File: config.mk
export PLATFORM = sky130hd
export DESIGN_NAME = oscsel_ctrl
export DESIGN_NICKNAME = d
export VERILOG_FILES = /design/src/shared/oscsel_pkg.sv /design/src/oscsel_ctrl.sv
export SDC_FILE = /design/constraint.sdc
export NUM_CORES = 1
export LEC_CHECK = 0
export BUFFER_PORTS_ARGS = -buffer_cell sky130_fd_sc_hd__buf_2
export CORE_MARGIN = 8
export CORE_UTILIZATION = 52
export CTS_CLUSTER_SIZE = 14
export DETAILED_ROUTE_END_ITERATION = 7
export GPL_TIMING_DRIVEN = 0
export PLACE_DENSITY = 0.79
export SYNTH_ARGS = -nofsm -noshare
export SYNTH_HDL_FRONTEND = slang
export SYNTH_SLANG_ARGS = --single-unit
File: constraint.sdc
create_clock -name clk -period 2.05 [get_ports clk]
set_input_delay 0.41 -clock clk [delete_from_list [all_inputs] [get_ports clk]]
set_output_delay 0.41 -clock clk [all_outputs]
set_load 0.03 [all_outputs]
File: src/shared/oscsel_pkg.sv
// Purpose: constants and types for the oscillator select and doze control block
// Assumes: 16-bit registers on a plain address/strobe port, 100 MHz system clock
// Notes: unlock keys are written as 16-bit words; the key sits in the byte that it unlocks
// Notes on behaviour
// - current source field read-only, bits 14-12
// - requested source field, reset from configuration
// - freeze bit locks selections when permitted
// - monitor disabled: selections never locked
// - lock status reflects multiplier lock
// - lock status cleared on switch, non-multiplier modes
// - clock fail flag set, cleared by software or on switch start
// - secondary oscillator enable bit 1
// - switch request held until switch completes
// - interrupt clears ratio apply when recover set
// - doze ratio field selects 1:2^n
// - ratio apply clear forces 1:1
// - postscaler field divides by 2^n, reset 001
// - trim field six-bit two's complement
// - primary submode only from configuration
// - switching enabled only when config bit 1 is 0
// - switching disabled: current reports configured source
// - switching disabled: request held at 0
// - unimplemented bits ignore writes, read 0
// - same source request aborts, clears request
// - wait ten new-clock cycles, then switch
package oscsel_pkg;
  localparam logic [1:0] OFS_CONTROL = 2'h0;
  localparam logic [1:0] OFS_DIVIDER = 2'h1;
  localparam logic [1:0] OFS_TUNE    = 2'h2;

  localparam int CUR_LSB    = 12;
  localparam int REQ_LSB    = 8;
  localparam int FREEZE_BIT = 7;
  localparam int LOCK_BIT   = 5;
  localparam int FAIL_BIT   = 3;
  localparam int SEC_BIT    = 1;
  localparam int SWREQ_BIT  = 0;
  localparam int ROI_BIT    = 15;
  localparam int DOZE_LSB   = 12;
  localparam int APPLY_BIT  = 11;
  localparam int POST_LSB   = 8;

  localparam logic [2:0]  POST_RESET = 3'h1;
  localparam logic [7:0]  KEY_HI_A   = 8'h78;
  localparam logic [7:0]  KEY_HI_B   = 8'h9a;
  localparam logic [7:0]  KEY_LO_A   = 8'h46;
  localparam logic [7:0]  KEY_LO_B   = 8'h57;
  localparam int          SETTLE_CYCLES = 10;

  typedef enum logic [2:0] {
    SRC_FAST_RC        = 3'h0,
    SRC_FAST_RC_MULT   = 3'h1,
    SRC_PRIMARY        = 3'h2,
    SRC_PRIMARY_MULT   = 3'h3,
    SRC_SECONDARY      = 3'h4,
    SRC_LOW_POWER_RC   = 3'h5,
    SRC_RESERVED       = 3'h6,
    SRC_FAST_RC_POST   = 3'h7
  } oscsel_src_type;

  typedef enum logic [1:0] {
    SW_IDLE   = 2'h0,
    SW_START  = 2'h1,
    SW_SETTLE = 2'h2
  } oscsel_sw_type;

  typedef struct packed {
    logic [2:0] doze_ratio;
    logic [2:0] postscaler;
    logic [5:0] trim;
  } oscsel_div_type;
endpackage

File: src/oscsel_ctrl.sv
// Purpose: oscillator source selection, switch sequencing and doze/postscale/trim registers
// Assumes: oscillator-side status inputs are asynchronous and are synchronised here
// Notes: new-clock cycles arrive as an asynchronous pulse on new_clk_tick_async, synchronised and counted on its rising edge
//
// Design decisions made here: the register addresses and the plain strobed port.
`timescale 1ns/1ps
module oscsel_ctrl (
  input  wire logic                       clk,
  input  wire logic                       reset_n,
  input  wire logic [1:0]                 addr,
  input  wire logic [15:0]                wdata,
  input  wire logic                       wr_en,
  input  wire logic                       rd_en,
  output logic      [15:0]                rdata,
  input  wire logic [2:0]                 initial_source_cfg,
  input  wire logic [1:0]                 switch_monitor_cfg,
  input  wire logic [1:0]                 primary_submode_cfg,
  input  wire logic                       pll_locked_async,
  input  wire logic                       new_osc_ready_async,
  input  wire logic                       new_clk_tick_async,
  input  wire logic                       clock_fail_async,
  input  wire logic                       interrupt_event,
  output logic      [2:0]                 active_source,
  output logic      [1:0]                 primary_submode,
  output logic      [2:0]                 target_source,
  output logic                            secondary_osc_enable,
  output oscsel_pkg::oscsel_div_type      divider_setting,
  output logic                            doze_active
);
  logic [2:0] sync_lock_ff, sync_ready_ff, sync_tick_ff, sync_fail_ff;
  logic       lock_seen_ff, fail_seen_ff, tick_seen_ff, ready_seen_ff;
  logic [2:0] current_ff, requested_ff;
  logic       freeze_ff, lock_ff, fail_ff, sec_ff, swreq_ff;
  logic       roi_ff, apply_ff;
  logic [2:0] doze_ff, post_ff;
  logic [5:0] trim_ff;
  logic [1:0] unlock_hi_ff, unlock_lo_ff;
  logic [3:0] settle_ff;
  logic       cfg_taken_ff;
  logic [15:0] rdata_ff;
  oscsel_pkg::oscsel_sw_type sw_ff, nxt_sw;

  // filtered inputs: change counts once stages two and three agree
  wire lock_in  = (sync_lock_ff[1] == sync_lock_ff[2]) ? sync_lock_ff[2] : lock_seen_ff;
  wire ready_in = (sync_ready_ff[1] == sync_ready_ff[2]) ? sync_ready_ff[2] : ready_seen_ff;
  wire fail_in  = (sync_fail_ff[1] == sync_fail_ff[2]) ? sync_fail_ff[2] : fail_seen_ff;
  wire tick_lvl = (sync_tick_ff[1] == sync_tick_ff[2]) ? sync_tick_ff[2] : tick_seen_ff;
  wire tick_rise = tick_lvl & ~tick_seen_ff;
  wire fail_rise = fail_in & ~fail_seen_ff;

  // switching only when configuration bit programmed low
  wire switch_enabled = ~switch_monitor_cfg[1];
  wire monitor_enabled = (switch_monitor_cfg == 2'h0);
  // freeze only meaningful with monitor enabled
  wire frozen = freeze_ff & monitor_enabled;

  wire wr_ctl = wr_en && addr == oscsel_pkg::OFS_CONTROL;
  wire wr_div = wr_en && addr == oscsel_pkg::OFS_DIVIDER;
  wire wr_tun = wr_en && addr == oscsel_pkg::OFS_TUNE;
  wire key_hi_a = wr_ctl && wdata[15:8] == oscsel_pkg::KEY_HI_A;
  wire key_hi_b = wr_ctl && wdata[15:8] == oscsel_pkg::KEY_HI_B;
  wire key_lo_a = wr_ctl && wdata[7:0] == oscsel_pkg::KEY_LO_A;
  wire key_lo_b = wr_ctl && wdata[7:0] == oscsel_pkg::KEY_LO_B;
  // guarded write only straight after a two-write unlock
  wire hi_open = wr_ctl && unlock_hi_ff == 2'h2 && !key_hi_a;
  wire lo_open = wr_ctl && unlock_lo_ff == 2'h2 && !key_lo_a;
  wire req_write = hi_open && !frozen;
  wire sw_start = lo_open && wdata[oscsel_pkg::SWREQ_BIT] && switch_enabled && !frozen && !swreq_ff;

  function automatic logic uses_mult(input logic [2:0] src);
    uses_mult = (src == oscsel_pkg::SRC_PRIMARY_MULT) || (src == oscsel_pkg::SRC_FAST_RC_MULT);
  endfunction

  wire redundant = requested_ff == current_ff;
  wire settle_done = settle_ff == 4'(oscsel_pkg::SETTLE_CYCLES);
  wire switch_done = sw_ff == oscsel_pkg::SW_SETTLE && settle_done;

  // switch sequencer
  always_comb
  begin
    nxt_sw = sw_ff;
    unique case (sw_ff)
      oscsel_pkg::SW_IDLE:
      begin
        if (sw_start)
        begin
          nxt_sw = oscsel_pkg::SW_START;
        end
      end
      oscsel_pkg::SW_START:
      begin
        if (redundant)
        begin
          nxt_sw = oscsel_pkg::SW_IDLE;
        end
        else if (ready_in && (!uses_mult(requested_ff) || lock_in))
        begin
          nxt_sw = oscsel_pkg::SW_SETTLE;
        end
      end
      oscsel_pkg::SW_SETTLE:
      begin
        if (settle_done)
        begin
          nxt_sw = oscsel_pkg::SW_IDLE;
        end
      end
      default:
      begin
        nxt_sw = oscsel_pkg::SW_IDLE;
      end
    endcase
  end

  always_ff @(posedge clk)
  begin
    if (!reset_n)
    begin
      sync_lock_ff  <= 3'h0;
      sync_ready_ff <= 3'h0;
      sync_tick_ff  <= 3'h0;
      sync_fail_ff  <= 3'h0;
      lock_seen_ff  <= 1'b0;
      fail_seen_ff  <= 1'b0;
      tick_seen_ff  <= 1'b0;
      ready_seen_ff <= 1'b0;
    end
    else
    begin
      sync_lock_ff  <= {sync_lock_ff[1:0], pll_locked_async};
      sync_ready_ff <= {sync_ready_ff[1:0], new_osc_ready_async};
      sync_tick_ff  <= {sync_tick_ff[1:0], new_clk_tick_async};
      sync_fail_ff  <= {sync_fail_ff[1:0], clock_fail_async};
      lock_seen_ff  <= lock_in;
      fail_seen_ff  <= fail_in;
      tick_seen_ff  <= tick_lvl;
      ready_seen_ff <= ready_in;
    end
  end

  // unlock tracking: state 1 after first key, 2 after second key
  always_ff @(posedge clk)
  begin
    if (!reset_n)
    begin
      unlock_hi_ff <= 2'h0;
      unlock_lo_ff <= 2'h0;
    end
    else if (wr_ctl)
    begin
      unlock_hi_ff <= key_hi_a ? 2'h1 : (unlock_hi_ff == 2'h1 && key_hi_b) ? 2'h2 : 2'h0;
      unlock_lo_ff <= key_lo_a ? 2'h1 : (unlock_lo_ff == 2'h1 && key_lo_b) ? 2'h2 : 2'h0;
    end
    else if (wr_en)
    begin
      unlock_hi_ff <= 2'h0;
      unlock_lo_ff <= 2'h0;
    end
  end

  always_ff @(posedge clk)
  begin
    if (!reset_n)
    begin
      sw_ff     <= oscsel_pkg::SW_IDLE;
      settle_ff <= 4'h0;
    end
    else
    begin
      sw_ff <= nxt_sw;
      if (sw_ff != oscsel_pkg::SW_SETTLE)
      begin
        settle_ff <= 4'h0;
      end
      else if (tick_rise && !settle_done)
      begin
        settle_ff <= settle_ff + 4'h1;
      end
    end
  end

  // control register
  always_ff @(posedge clk)
  begin
    if (!reset_n)
    begin
      current_ff   <= 3'h0;
      requested_ff <= 3'h0;
      cfg_taken_ff <= 1'b0;
      freeze_ff    <= 1'b0;
      lock_ff      <= 1'b0;
      fail_ff      <= 1'b0;
      sec_ff       <= 1'b0;
      swreq_ff     <= 1'b0;
    end
    else
    begin
      cfg_taken_ff <= 1'b1;
      // configured source captured after reset release
      if (!cfg_taken_ff || !switch_enabled)
      begin
        current_ff <= initial_source_cfg;
      end
      else if (switch_done)
      begin
        current_ff <= requested_ff;
      end
      if (!cfg_taken_ff)
      begin
        requested_ff <= initial_source_cfg;
      end
      else if (req_write && sw_ff == oscsel_pkg::SW_IDLE)
      begin
        requested_ff <= wdata[oscsel_pkg::REQ_LSB +: 3];
      end
      if (lo_open && wdata[oscsel_pkg::FREEZE_BIT])
      begin
        freeze_ff <= 1'b1;
      end
      if (lo_open)
      begin
        sec_ff <= wdata[oscsel_pkg::SEC_BIT];
      end
      // request held until done or abort
      if (!switch_enabled)
      begin
        swreq_ff <= 1'b0;
      end
      else if (sw_start)
      begin
        swreq_ff <= 1'b1;
      end
      else if (switch_done || (sw_ff == oscsel_pkg::SW_START && redundant))
      begin
        swreq_ff <= 1'b0;
      end
      if ((sw_ff == oscsel_pkg::SW_START && !redundant) || !uses_mult(current_ff))
      begin
        lock_ff <= 1'b0;
      end
      else
      begin
        lock_ff <= lock_in;
      end
      if (fail_rise && monitor_enabled)
      begin
        fail_ff <= 1'b1;
      end
      else if (sw_ff == oscsel_pkg::SW_START && !redundant)
      begin
        fail_ff <= 1'b0;
      end
      else if (lo_open && !wdata[oscsel_pkg::FAIL_BIT])
      begin
        fail_ff <= 1'b0;
      end
    end
  end

  // divider and tune registers
  always_ff @(posedge clk)
  begin
    if (!reset_n)
    begin
      roi_ff   <= 1'b0;
      apply_ff <= 1'b0;
      doze_ff  <= 3'h0;
      post_ff  <= oscsel_pkg::POST_RESET;
      trim_ff  <= 6'h0;
    end
    else
    begin
      if (wr_div)
      begin
        roi_ff  <= wdata[oscsel_pkg::ROI_BIT];
        doze_ff <= wdata[oscsel_pkg::DOZE_LSB +: 3];
        post_ff <= wdata[oscsel_pkg::POST_LSB +: 3];
      end
      // interrupt recovery wins over a write
      if (interrupt_event && roi_ff)
      begin
        apply_ff <= 1'b0;
      end
      else if (wr_div)
      begin
        apply_ff <= wdata[oscsel_pkg::APPLY_BIT];
      end
      if (wr_tun)
      begin
        trim_ff <= wdata[5:0];
      end
    end
  end

  wire [15:0] ctl_word = {1'b0, current_ff, 1'b0, requested_ff, freeze_ff, 1'b0, lock_ff,
                          1'b0, fail_ff, 1'b0, sec_ff, swreq_ff};
  wire [15:0] div_word = {roi_ff, doze_ff, apply_ff, post_ff, 8'h00};
  wire [15:0] tun_word = {10'h000, trim_ff};
  wire [15:0] rd_mux = (addr == oscsel_pkg::OFS_CONTROL) ? ctl_word :
                       (addr == oscsel_pkg::OFS_DIVIDER) ? div_word :
                       (addr == oscsel_pkg::OFS_TUNE)    ? tun_word : 16'h0000;

  always_ff @(posedge clk)
  begin
    if (!reset_n)
    begin
      rdata_ff <= 16'h0000;
    end
    else
    begin
      rdata_ff <= rd_en ? rd_mux : 16'h0000;
    end
  end

  assign rdata = rdata_ff;
  assign active_source = current_ff;
  assign primary_submode = primary_submode_cfg;
  assign target_source = requested_ff;
  assign secondary_osc_enable = sec_ff;
  assign divider_setting = '{doze_ratio: apply_ff ? doze_ff : 3'h0, postscaler: post_ff, trim: trim_ff};
  assign doze_active = apply_ff;
endmodule

==> impl_metrics.py, run 1 <==
metrics = {
    "drt": {
        "detailroute.via_count": 2153,
        "vias_per_cell": 5.16,
        "drt_first_iter_violations": 113,
        "ant_nets": 0,
        "wl_per_cell_um": 15.0,
        "dr.pass1.iters": 4,
        "remaining_drc_errors": 0,
        "drt-total-wl_um": 6240,
    },
    "clock_network": {
        "post_cts_buffers": 0,
        "cts.clk_slew.worst_paths_ns": 0.07,
        "cts.sinks": 67,
        "clockRootBuffer": "clkbuf_8",
        "cts_made_buffers": 9,
        "cts_resized": 0,
        "cts.path.max_buffers": 2,
        "htreeDepth": 3,
        "postCtsHoldBufs": 0,
        "cts_tree": "yes",
        "clk_latency_ns": 0.34,
    },
    "yosys": {
        "synth_top_cell_by_area": "dfxtp_1",
        "synth_top_area_share_pct": 50.1,
        "synth_cell_types": 51,
        "netlist_instances": 263,
        "synth-seq-cells": 67,
        "avgSynthCellArea_um2": 10.2,
        "synth-edff-count": 0,
        "yosysSeqAreaShare_pct": 50.1,
        "syn_nets": 299,
        "synth.top_cells.by_area": "dfxtp_1 (50%), mux2i_1 (11%), nor2_1 (5.0%)",
        "yosys_warnings": 0,
        "ys_async_sr_fraction_pct": 0,
        "post_synth_instance_area_um2": 2680,
        "synth_ff_type": "dfxtp_1",
    },
    "timing": {
        "setup_viol": 0,
        "min_period_over_period_pct": 85.4,
        "rsz0062_at_grt": "no",
        "period_minus_slack_ns": 1.75,
        "timing.fmax_mhz": 571,
        "slew_violations": 0,
        "max_slew_margin_pct": 52.1,
        "tightestPinTransition_ns": 0.709,
        "hold_viol_final": 0,
        "fin_ws_ns": 0.299,
        "fin_skew_ns": 0.0106,
        "hold_ws_ns": 0.246,
        "setup_tns_ns": 0,
    },
    "place": {
        "place_congestion": 0.846,
        "dp.final_hpwl_um": 4700,
        "portBuffers": 68,
        "pre_cts_ws_ns": 0.110,
    },
    "global_route": {
        "antenna_found_initial": 0,
        "grt.total_usage_pct": 17.1,
        "grt_pass1_vias": 2120,
        "grt_max_degree": 12,
        "overflow": 0,
        "grt_pass1_wl_um": 10000,
    },
    "job": {
        "cap_violations": 0,
    },
    "cells_and_area": {
        "area_growth_pct": 23.2,
        "drive_gt1_share_pct": 28.0,
        "diodes": 0,
        "nets": 378,
    },
    "outcome": {
        "status": "complete, no violations",
    },
    "floorplan": {
        "die-area_um2": 7700,
        "die_h_um": 87.8,
        "core-area_um2": 5040,
        "initial_core_util_pct": 53.1,
        "die_w_um": 87.8,
        "io_pins": 72,
        "num_rows": 26,
    },
    "pwr": {
        "p_per_area_nw_per_um2": 811,
        "worst_ir_drop_vdd_uv": 695,
        "p_leak_uw": 0.00151,
    },
    "worst_setup_path": {
        "cp_max_fo": 4,
        "cp.arrival_ns": 1.96,
        "crit_type": "reg2reg",
        "critPathLaunchType": "register",
        "required_ns": 2.26,
        "r2r_cells": 4,
        "endpoint_kind": "register",
    },
    "min_path": {
        "min_path_cells": 2,
        "hp-class": "in2reg",
    },
}
-- critical path, cell delays in order, from the launching register on --
cell	delay (ns)
dfxtp_1	0.34
nor4b_1	0.42
o311ai_0	0.29
o21ai_0	0.43
a211oi_1	0.13
-- layer usage --
layer / share of wire, % / GRT usage (%) / vias to the layer above
met1: 46 / 20.7 / 1001
met5: 0 / 0 / -
met3: 9.1 / 6.66 / 7
met2: 44 / 26.0 / 73
li1: - / - / 1072
met4: 1.3 / 8.28 / 0
-- stage by stage --
| stage | utilization, % | area [µm²] | total power, µW | instances |
|---|---|---|---|---|
| floorplan | - | 2680 | 1540 | 263 |
| global placement | 61.6 | 3110 | 1630 | 401 |
| detailed placement | 61.6 | 3110 | 1640 | 401 |
| CTS | 65.5 | 3300 | 2700 | 417 |
| global route | 65.5 | 3300 | 2790 | 417 |
| finish | 65.5 | 3300 | 2680 | 417 |
-- cell usage after synthesis, types with 2 or more instances --
cell type  number
nor2_1         36
nor4bb_1        5
mux2i_1        30
and3_1          4
a21oi_1         6
ha_1            2
nand2b_1        5
mux2_2          2
nand3_1         2
nand3b_1        3
o211a_1         2
dfxtp_1        67
inv_1           7
a211oi_1        7
maj3_1          2
o21ai_0         3
nand4_1         2
buf_4           3
nor4b_1         2
and2_1         18
buf_1           2
xnor2_1         6
clkbuf_1        7
or2_2           3
nand2_1        11
-- power by group --
part	internal [µW]	leakage [µW]	total [µW]	switching, µW
combinational	97.4	0.000869	248	151
clock	588	0.0000991	1070	482
sequential	1330	0.000545	1360	25.3
total	2020	0.00151	2680	658
-- area by class of cell --
type	count	area [µm²]
Tap cell	70	87.6
Timing Repair Buffer	68	340
Fill cell	407	1740
Inverter	7	26.3
Clock buffer	11	141
Clock inverter	5	52.6
Sequential cell	67	1340
Buffer	13	61.3
Multi-Input combinational cell	176	1250
-- final timing paths --
path,startpoint,to,slack (ns)
hold reg to reg,sync_lock_ff[0],sync_lock_ff[1],0.43
setup / recovery,sw_ff[0],target_source[2],0.30
setup reg to reg,sw_ff[0],target_source[2],0.30
hold / removal,interrupt_event,doze_active,0.25
-- cells by family after synthesis --
logic type | synth area share, %
simple gates | 21.2
fa+ha+maj | 1.68
xor+xnor | 1.96
mux | 12.1
buf+inv | 3.27
flops | 50.1
other cells | 0.140
compound gates | 9.62
-- registers in the layout (all words and copies together), names as in the netlist, 2 cells and up --
name           cells
rdata             15
trim_ff            6
settle_ff          4
active_source      3
doze_ff            3
post_ff            3
sync_fail_ff       3
sync_lock_ff       3
sync_ready_ff      3
sync_tick_ff       3
target_source      3
sw_ff              2
unlock_hi_ff       2
unlock_lo_ff       2
-- cells in the final DEF (no fill, tap or decap), drive strengths merged, types with 3 or more instances in the layout --
cell,n
a21oi,6
clkbuf,18
nand2b,5
buf,74
nor2,36
and2,18
dfxtp,67
or2,3
o21ai,3
mux2i,30
nor4b,3
and3,4
xnor2,6
clkinv,3
a211oi,8
nand3b,3
inv,7
nor4bb,5
nand2,11
Power figures use the tool's default switching activity.
==> run 2, diff against run 1 <==
--- a/config.mk
+++ b/config.mk
@@ -7,11 +7,11 @@
 export LEC_CHECK = 0
 export BUFFER_PORTS_ARGS = -buffer_cell sky130_fd_sc_hd__buf_2
 export CORE_MARGIN = 8
-export CORE_UTILIZATION = 52
+export CORE_UTILIZATION = 56
 export CTS_CLUSTER_SIZE = 14
 export DETAILED_ROUTE_END_ITERATION = 7
 export GPL_TIMING_DRIVEN = 0
-export PLACE_DENSITY = 0.79
+export PLACE_DENSITY = 0.84
 export SYNTH_ARGS = -nofsm -noshare
 export SYNTH_HDL_FRONTEND = slang
 export SYNTH_SLANG_ARGS = --single-unit
==> constraint.sdc (replaced) <==
create_clock -name clk -period 2.1 [get_ports clk]
set_input_delay 0.42 -clock clk [delete_from_list [all_inputs] [get_ports clk]]
set_output_delay 0.42 -clock clk [all_outputs]
set_load 0.03 [all_outputs]
==> impl_metrics.py, run 2 (same netlist as run 1, synthesis figures left out) <==
metrics = {
    "global_route": {
        "antenna_found_initial": 0,
        "grt.total_usage_pct": 17.7,
        "overflow": 0,
        "grt_pass1_vias": 2186,
        "grt_max_degree": 11,
        "grt_pass1_wl_um": 10300,
    },
    "drt": {
        "dr.pass1.iters": 4,
        "drt-total-wl_um": 6240,
        "ant_nets": 0,
        "drt_first_iter_violations": 176,
        "remaining_drc_errors": 0,
        "vias_per_cell": 5.45,
        "wl_per_cell_um": 15.6,
        "detailroute.via_count": 2178,
    },
    "timing": {
        "setup_viol": 0,
        "max_slew_margin_pct": 54.0,
        "tightestPinTransition_ns": 0.680,
        "slew_violations": 0,
        "hold_viol_final": 0,
        "fin_ws_ns": 0.400,
        "min_period_over_period_pct": 81.0,
        "rsz0062_at_grt": "no",
        "setup_tns_ns": 0,
        "timing.fmax_mhz": 588,
        "period_minus_slack_ns": 1.70,
        "fin_skew_ns": 0.00863,
    },
    "floorplan": {
        "die_h_um": 85.2,
        "io_pins": 72,
        "die-area_um2": 7250,
        "die_w_um": 85.2,
        "num_rows": 25,
        "initial_core_util_pct": 57.5,
        "core-area_um2": 4660,
    },
    "pwr": {
        "total_power_uw": 2530,
        "p_per_area_nw_per_um2": 774,
        "worst_ir_drop_vdd_uv": 556,
        "p_leak_uw": 0.00151,
    },
    "worst_setup_path": {
        "crit_type": "reg2reg",
        "crit_path_max_incr_delay_ns": 0.42,
        "cp.depth": 6,
        "critPathLaunchType": "register",
        "critical_path.cell_chain": "inv_1 > ha_1 > nand3b_1 > nor3b_1 > nor2_1 > a211oi_1",
        "r2r_cells": 6,
        "cp.arrival_ns": 1.94,
        "endpoint_kind": "register",
        "crit_buf_inv": 1,
        "critPathSlowestCell": "nor3b_1",
        "cp_max_fo": 5,
        "required_ns": 2.34,
        "cp_top_family": "simple AND/OR/NAND/NOR gates",
    },
    "clock_network": {
        "cts_tree": "yes",
        "cts.path.max_buffers": 2,
        "clockRootBuffer": "clkbuf_8",
        "postCtsHoldBufs": 0,
        "post_cts_buffers": 0,
        "cts.clk_slew.worst_paths_ns": 0.07,
        "cts_made_buffers": 9,
        "cts.sinks": 67,
        "htreeDepth": 3,
        "cts_resized": 0,
        "clk_latency_ns": 0.34,
    },
    "outcome": {
        "status": "complete, no violations",
    },
    "place": {
        "place_congestion": 0.880,
        "portBuffers": 68,
        "dp.final_hpwl_um": 4760,
        "pre_cts_ws_ns": 0.215,
    },
    "cells_and_area": {
        "final_cell_mix": "buf_2 (69), dfxtp_1 (67), nor2_1 (36)",
        "largest_reg_flops": 15,
        "diodes": 0,
        "drive_gt1_share_pct": 27.7,
        "area_growth_pct": 21.9,
        "final_common_cell": "buf_2",
        "nets": 378,
    },
    "min_path": {
        "min_path_cells": 1,
        "hp-class": "in2reg",
    },
    "job": {
        "cap_violations": 0,
    },
}
[run 2: through the flow]
stage          instance area [µm²]  hold WS, ns  cells  util [%]
5_1_grt                       3270        0.257    400      70.1
2_1_floorplan                 2680        0.412    263         -
6_report                      3270        0.261    400      70.1
4_1_cts                       3270        0.248    400      70.1
3_3_place_gp                  3090        0.414    385      66.2
3_5_place_dp                  3090        0.421    385      66.2
[run 2: layer usage]
layer  track usage, %  routed length [µm]  up-vias
li1                 -                   -     1079
met1             20.9                2810     1008
met2             27.8                2850       76
met3             6.56                 448       15
met4             8.58                 125        0
met5                0                   0        -
[run 2: layout make-up]
class	instances	area (µm²)
Buffer	13	61.3
Multi-Input combinational cell	176	1250
Clock inverter	2	10.0
Fill cell	350	1400
Tap cell	54	67.6
Timing Repair Buffer	68	340
Sequential cell	67	1340
Inverter	7	26.3
Clock buffer	13	169
[run 2: worst register-to-register path, stage by stage (launching register included)]
cell      delay (ns)
dfxtp_1         0.40
inv_1           0.07
ha_1            0.20
nand3b_1        0.19
nor3b_1         0.42
nor2_1          0.09
a211oi_1        0.24
[run 2: worst paths after layout]
kind                                       from              end  slack (ns)
worst min-delay path                    reset_n     cfg_taken_ff        0.26
worst min register to register  sync_lock_ff[0]  sync_lock_ff[1]        0.44
worst max-delay path               settle_ff[0]     settle_ff[1]        0.40
worst max register to register     settle_ff[0]     settle_ff[1]        0.40
[run 2: report_power, final]
part	switching (µW)	leakage [µW]	total (µW)	internal [µW]
registers	25.0	0.000545	1330	1300
logic	147	0.000869	242	95.0
clock network	444	0.0000953	959	515
total	616	0.00151	2530	1910
==> run 3, diff against run 2 <==
--- a/config.mk
+++ b/config.mk
@@ -7,11 +7,11 @@
 export LEC_CHECK = 0
 export BUFFER_PORTS_ARGS = -buffer_cell sky130_fd_sc_hd__buf_2
 export CORE_MARGIN = 8
-export CORE_UTILIZATION = 56
+export CORE_UTILIZATION = 52
 export CTS_CLUSTER_SIZE = 14
 export DETAILED_ROUTE_END_ITERATION = 7
 export GPL_TIMING_DRIVEN = 0
-export PLACE_DENSITY = 0.84
+export PLACE_DENSITY = 0.79
 export SYNTH_ARGS = -nofsm -noshare
 export SYNTH_HDL_FRONTEND = slang
 export SYNTH_SLANG_ARGS = --single-unit
==> constraint.sdc (replaced) <==
create_clock -name clk -period 1.7 [get_ports clk]
set_input_delay 0.34 -clock clk [delete_from_list [all_inputs] [get_ports clk]]
set_output_delay 0.34 -clock clk [all_outputs]
set_load 0.03 [all_outputs]
==> impl_metrics.py, run 3 (same netlist as run 1, synthesis figures left out) <==
metrics = {
    "outcome": {
        "status": "complete, no violations",
    },
    "min_path": {
        "hp-class": "in2reg",
    },
    "worst_setup_path": {
        "r2r_setup_slack_ns": 0.18,
        "critPathLaunchType": "register",
        "cp.arrival_ns": 1.79,
        "cp_max_fo": 4,
        "required_ns": 1.96,
        "crit_type": "reg2reg",
        "crit_start": "freeze_ff",
        "endpoint_kind": "register",
        "crit_end": "target_source[2]",
        "r2r-start": "freeze_ff",
        "rr_endpoint": "target_source[2]",
        "r2r_cells": 4,
    },
    "place": {
        "place_congestion": 0.846,
        "portBuffers": 68,
        "placed_area_um2": 3110,
        "dp.final_hpwl_um": 4700,
        "pre_cts_ws_ns": -0.170,
    },
    "drt": {
        "remaining_drc_errors": 0,
        "drt-total-wl_um": 6290,
        "dr.pass1.iters": 4,
        "vias_per_cell": 5.17,
        "ant_nets": 0,
        "wl_per_cell_um": 15.1,
        "drt_first_iter_violations": 116,
        "detailroute.via_count": 2152,
    },
    "floorplan": {
        "initial_core_util_pct": 53.1,
        "die_h_um": 87.8,
        "core-area_um2": 5040,
        "die-area_um2": 7700,
        "num_rows": 26,
        "die_w_um": 87.8,
        "io_pins": 72,
    },
    "global_route": {
        "globalRouteMet1Util_pct": 20.7,
        "grt_pass1_wl_um": 10000,
        "grtUsageMet3_pct": 6.66,
        "antenna_found_initial": 0,
        "grt.total_usage_pct": 17.1,
        "busiest_layer": "met2",
        "grt_pass1_vias": 2120,
        "grt_max_degree": 12,
        "overflow": 0,
        "use_met2_pct": 26.0,
    },
    "cells_and_area": {
        "nets": 377,
        "seq_area_um2": 1340,
        "finalInstanceArea_um2": 3310,
        "final_cell_mix": "buf_2 (69), dfxtp_1 (67), nor2_1 (36)",
        "final_common_cell": "buf_2",
        "area_growth_pct": 23.5,
        "multiInputGateArea_um2": 1260,
        "fin_util_pct": 65.6,
        "fillers": 411,
        "largest_reg_flops": 15,
        "drive_gt1_share_pct": 28.6,
        "diodes": 0,
    },
    "clock_network": {
        "clk_latency_ns": 0.35,
        "htreeDepth": 3,
        "clockRootBuffer": "clkbuf_8",
        "cts_made_buffers": 9,
        "postCtsHoldBufs": 0,
        "cts_tree": "yes",
        "cts.sinks": 67,
        "cts.clk_slew.worst_paths_ns": 0.07,
        "cts.path.max_buffers": 2,
    },
    "timing": {
        "tightestPinTransition_ns": 0.712,
        "setup_viol": 0,
        "rsz0062_at_grt": "no",
        "slew_violations": 0,
        "fin_skew_ns": 0.0103,
        "min_period_over_period_pct": 89.6,
        "max_slew_margin_pct": 51.9,
        "hold_ws_ns": 0.172,
        "fin_ws_ns": 0.176,
        "timing.fmax_mhz": 656,
        "hold_viol_final": 0,
        "period_minus_slack_ns": 1.52,
    },
    "pwr": {
        "total_power_uw": 3230,
        "p_per_area_nw_per_um2": 977,
        "p_leak_uw": 0.00152,
        "worst_ir_drop_vdd_uv": 836,
    },
    "job": {
        "cap_violations": 0,
    },
}
==> run 3: worst min-delay path by stage <==
stage | start | endpoint | slack [ns] | cells after the start
6_report | interrupt_event | doze_active | 0.17 | 2
4_1_cts | reset_n | cfg_taken_ff | 0.17 | 1
3_5_place_dp | sync_tick_ff[0] | sync_tick_ff[1] | 0.43 | 1
3_3_place_gp | sync_lock_ff[0] | sync_lock_ff[1] | 0.42 | 1
2_1_floorplan | reset_n | cfg_taken_ff | 0.37 | 0
5_1_grt | reset_n | cfg_taken_ff | 0.17 | 1
==> run 3: metrics by stage <==
stage	setup TNS (ns)	instances
after floorplan	0	263
after global placement	-0.621	401
after detailed placement	-1.08	401
after CTS	0	417
after global routing	0	416
final	0	416
==> run 3: area by class of cell <==
class	instances	share of cell area, %
Inverter	7	0.794
Multi-Input combinational cell	176	38.1
Tap cell	70	2.65
Timing Repair Buffer	68	10.3
Clock inverter	5	1.59
Clock buffer	11	4.27
Sequential cell	67	40.5
Buffer	12	1.74
==> run 3: repair_timing <==
action                                  4_1_cts  5_1_grt
buffers inserted                              0        0
gates resized for setup                       1        2
endpoints found under the setup margin        3        5
gates cloned                                  0        0
hold endpoints to repair                      0        0
==> run 3: power breakdown <==
| group | internal [µW] | leakage (µW) | total (µW) | switching, µW |
|---|---|---|---|---|
| combinational | 117 | 0.000873 | 296 | 179 |
| clock | 709 | 0.0000991 | 1300 | 586 |
| sequential | 1610 | 0.000545 | 1640 | 33.6 |
==> run 3: layer usage <==
layer	vias up	part of all wire, %	wire (µm)
met4	0	1.3	80
met3	7	9.3	585
met5	-	0	0
met1	998	45	2820
met2	76	44	2800
li1	1071	-	-
==> run 3: worst max-delay path: stages, from the launching register on <==
cell,delay [ns]
dfxtp_1,0.34
inv_1,0.09
o311ai_0,0.54
o21ai_1,0.21
a211oi_1,0.25
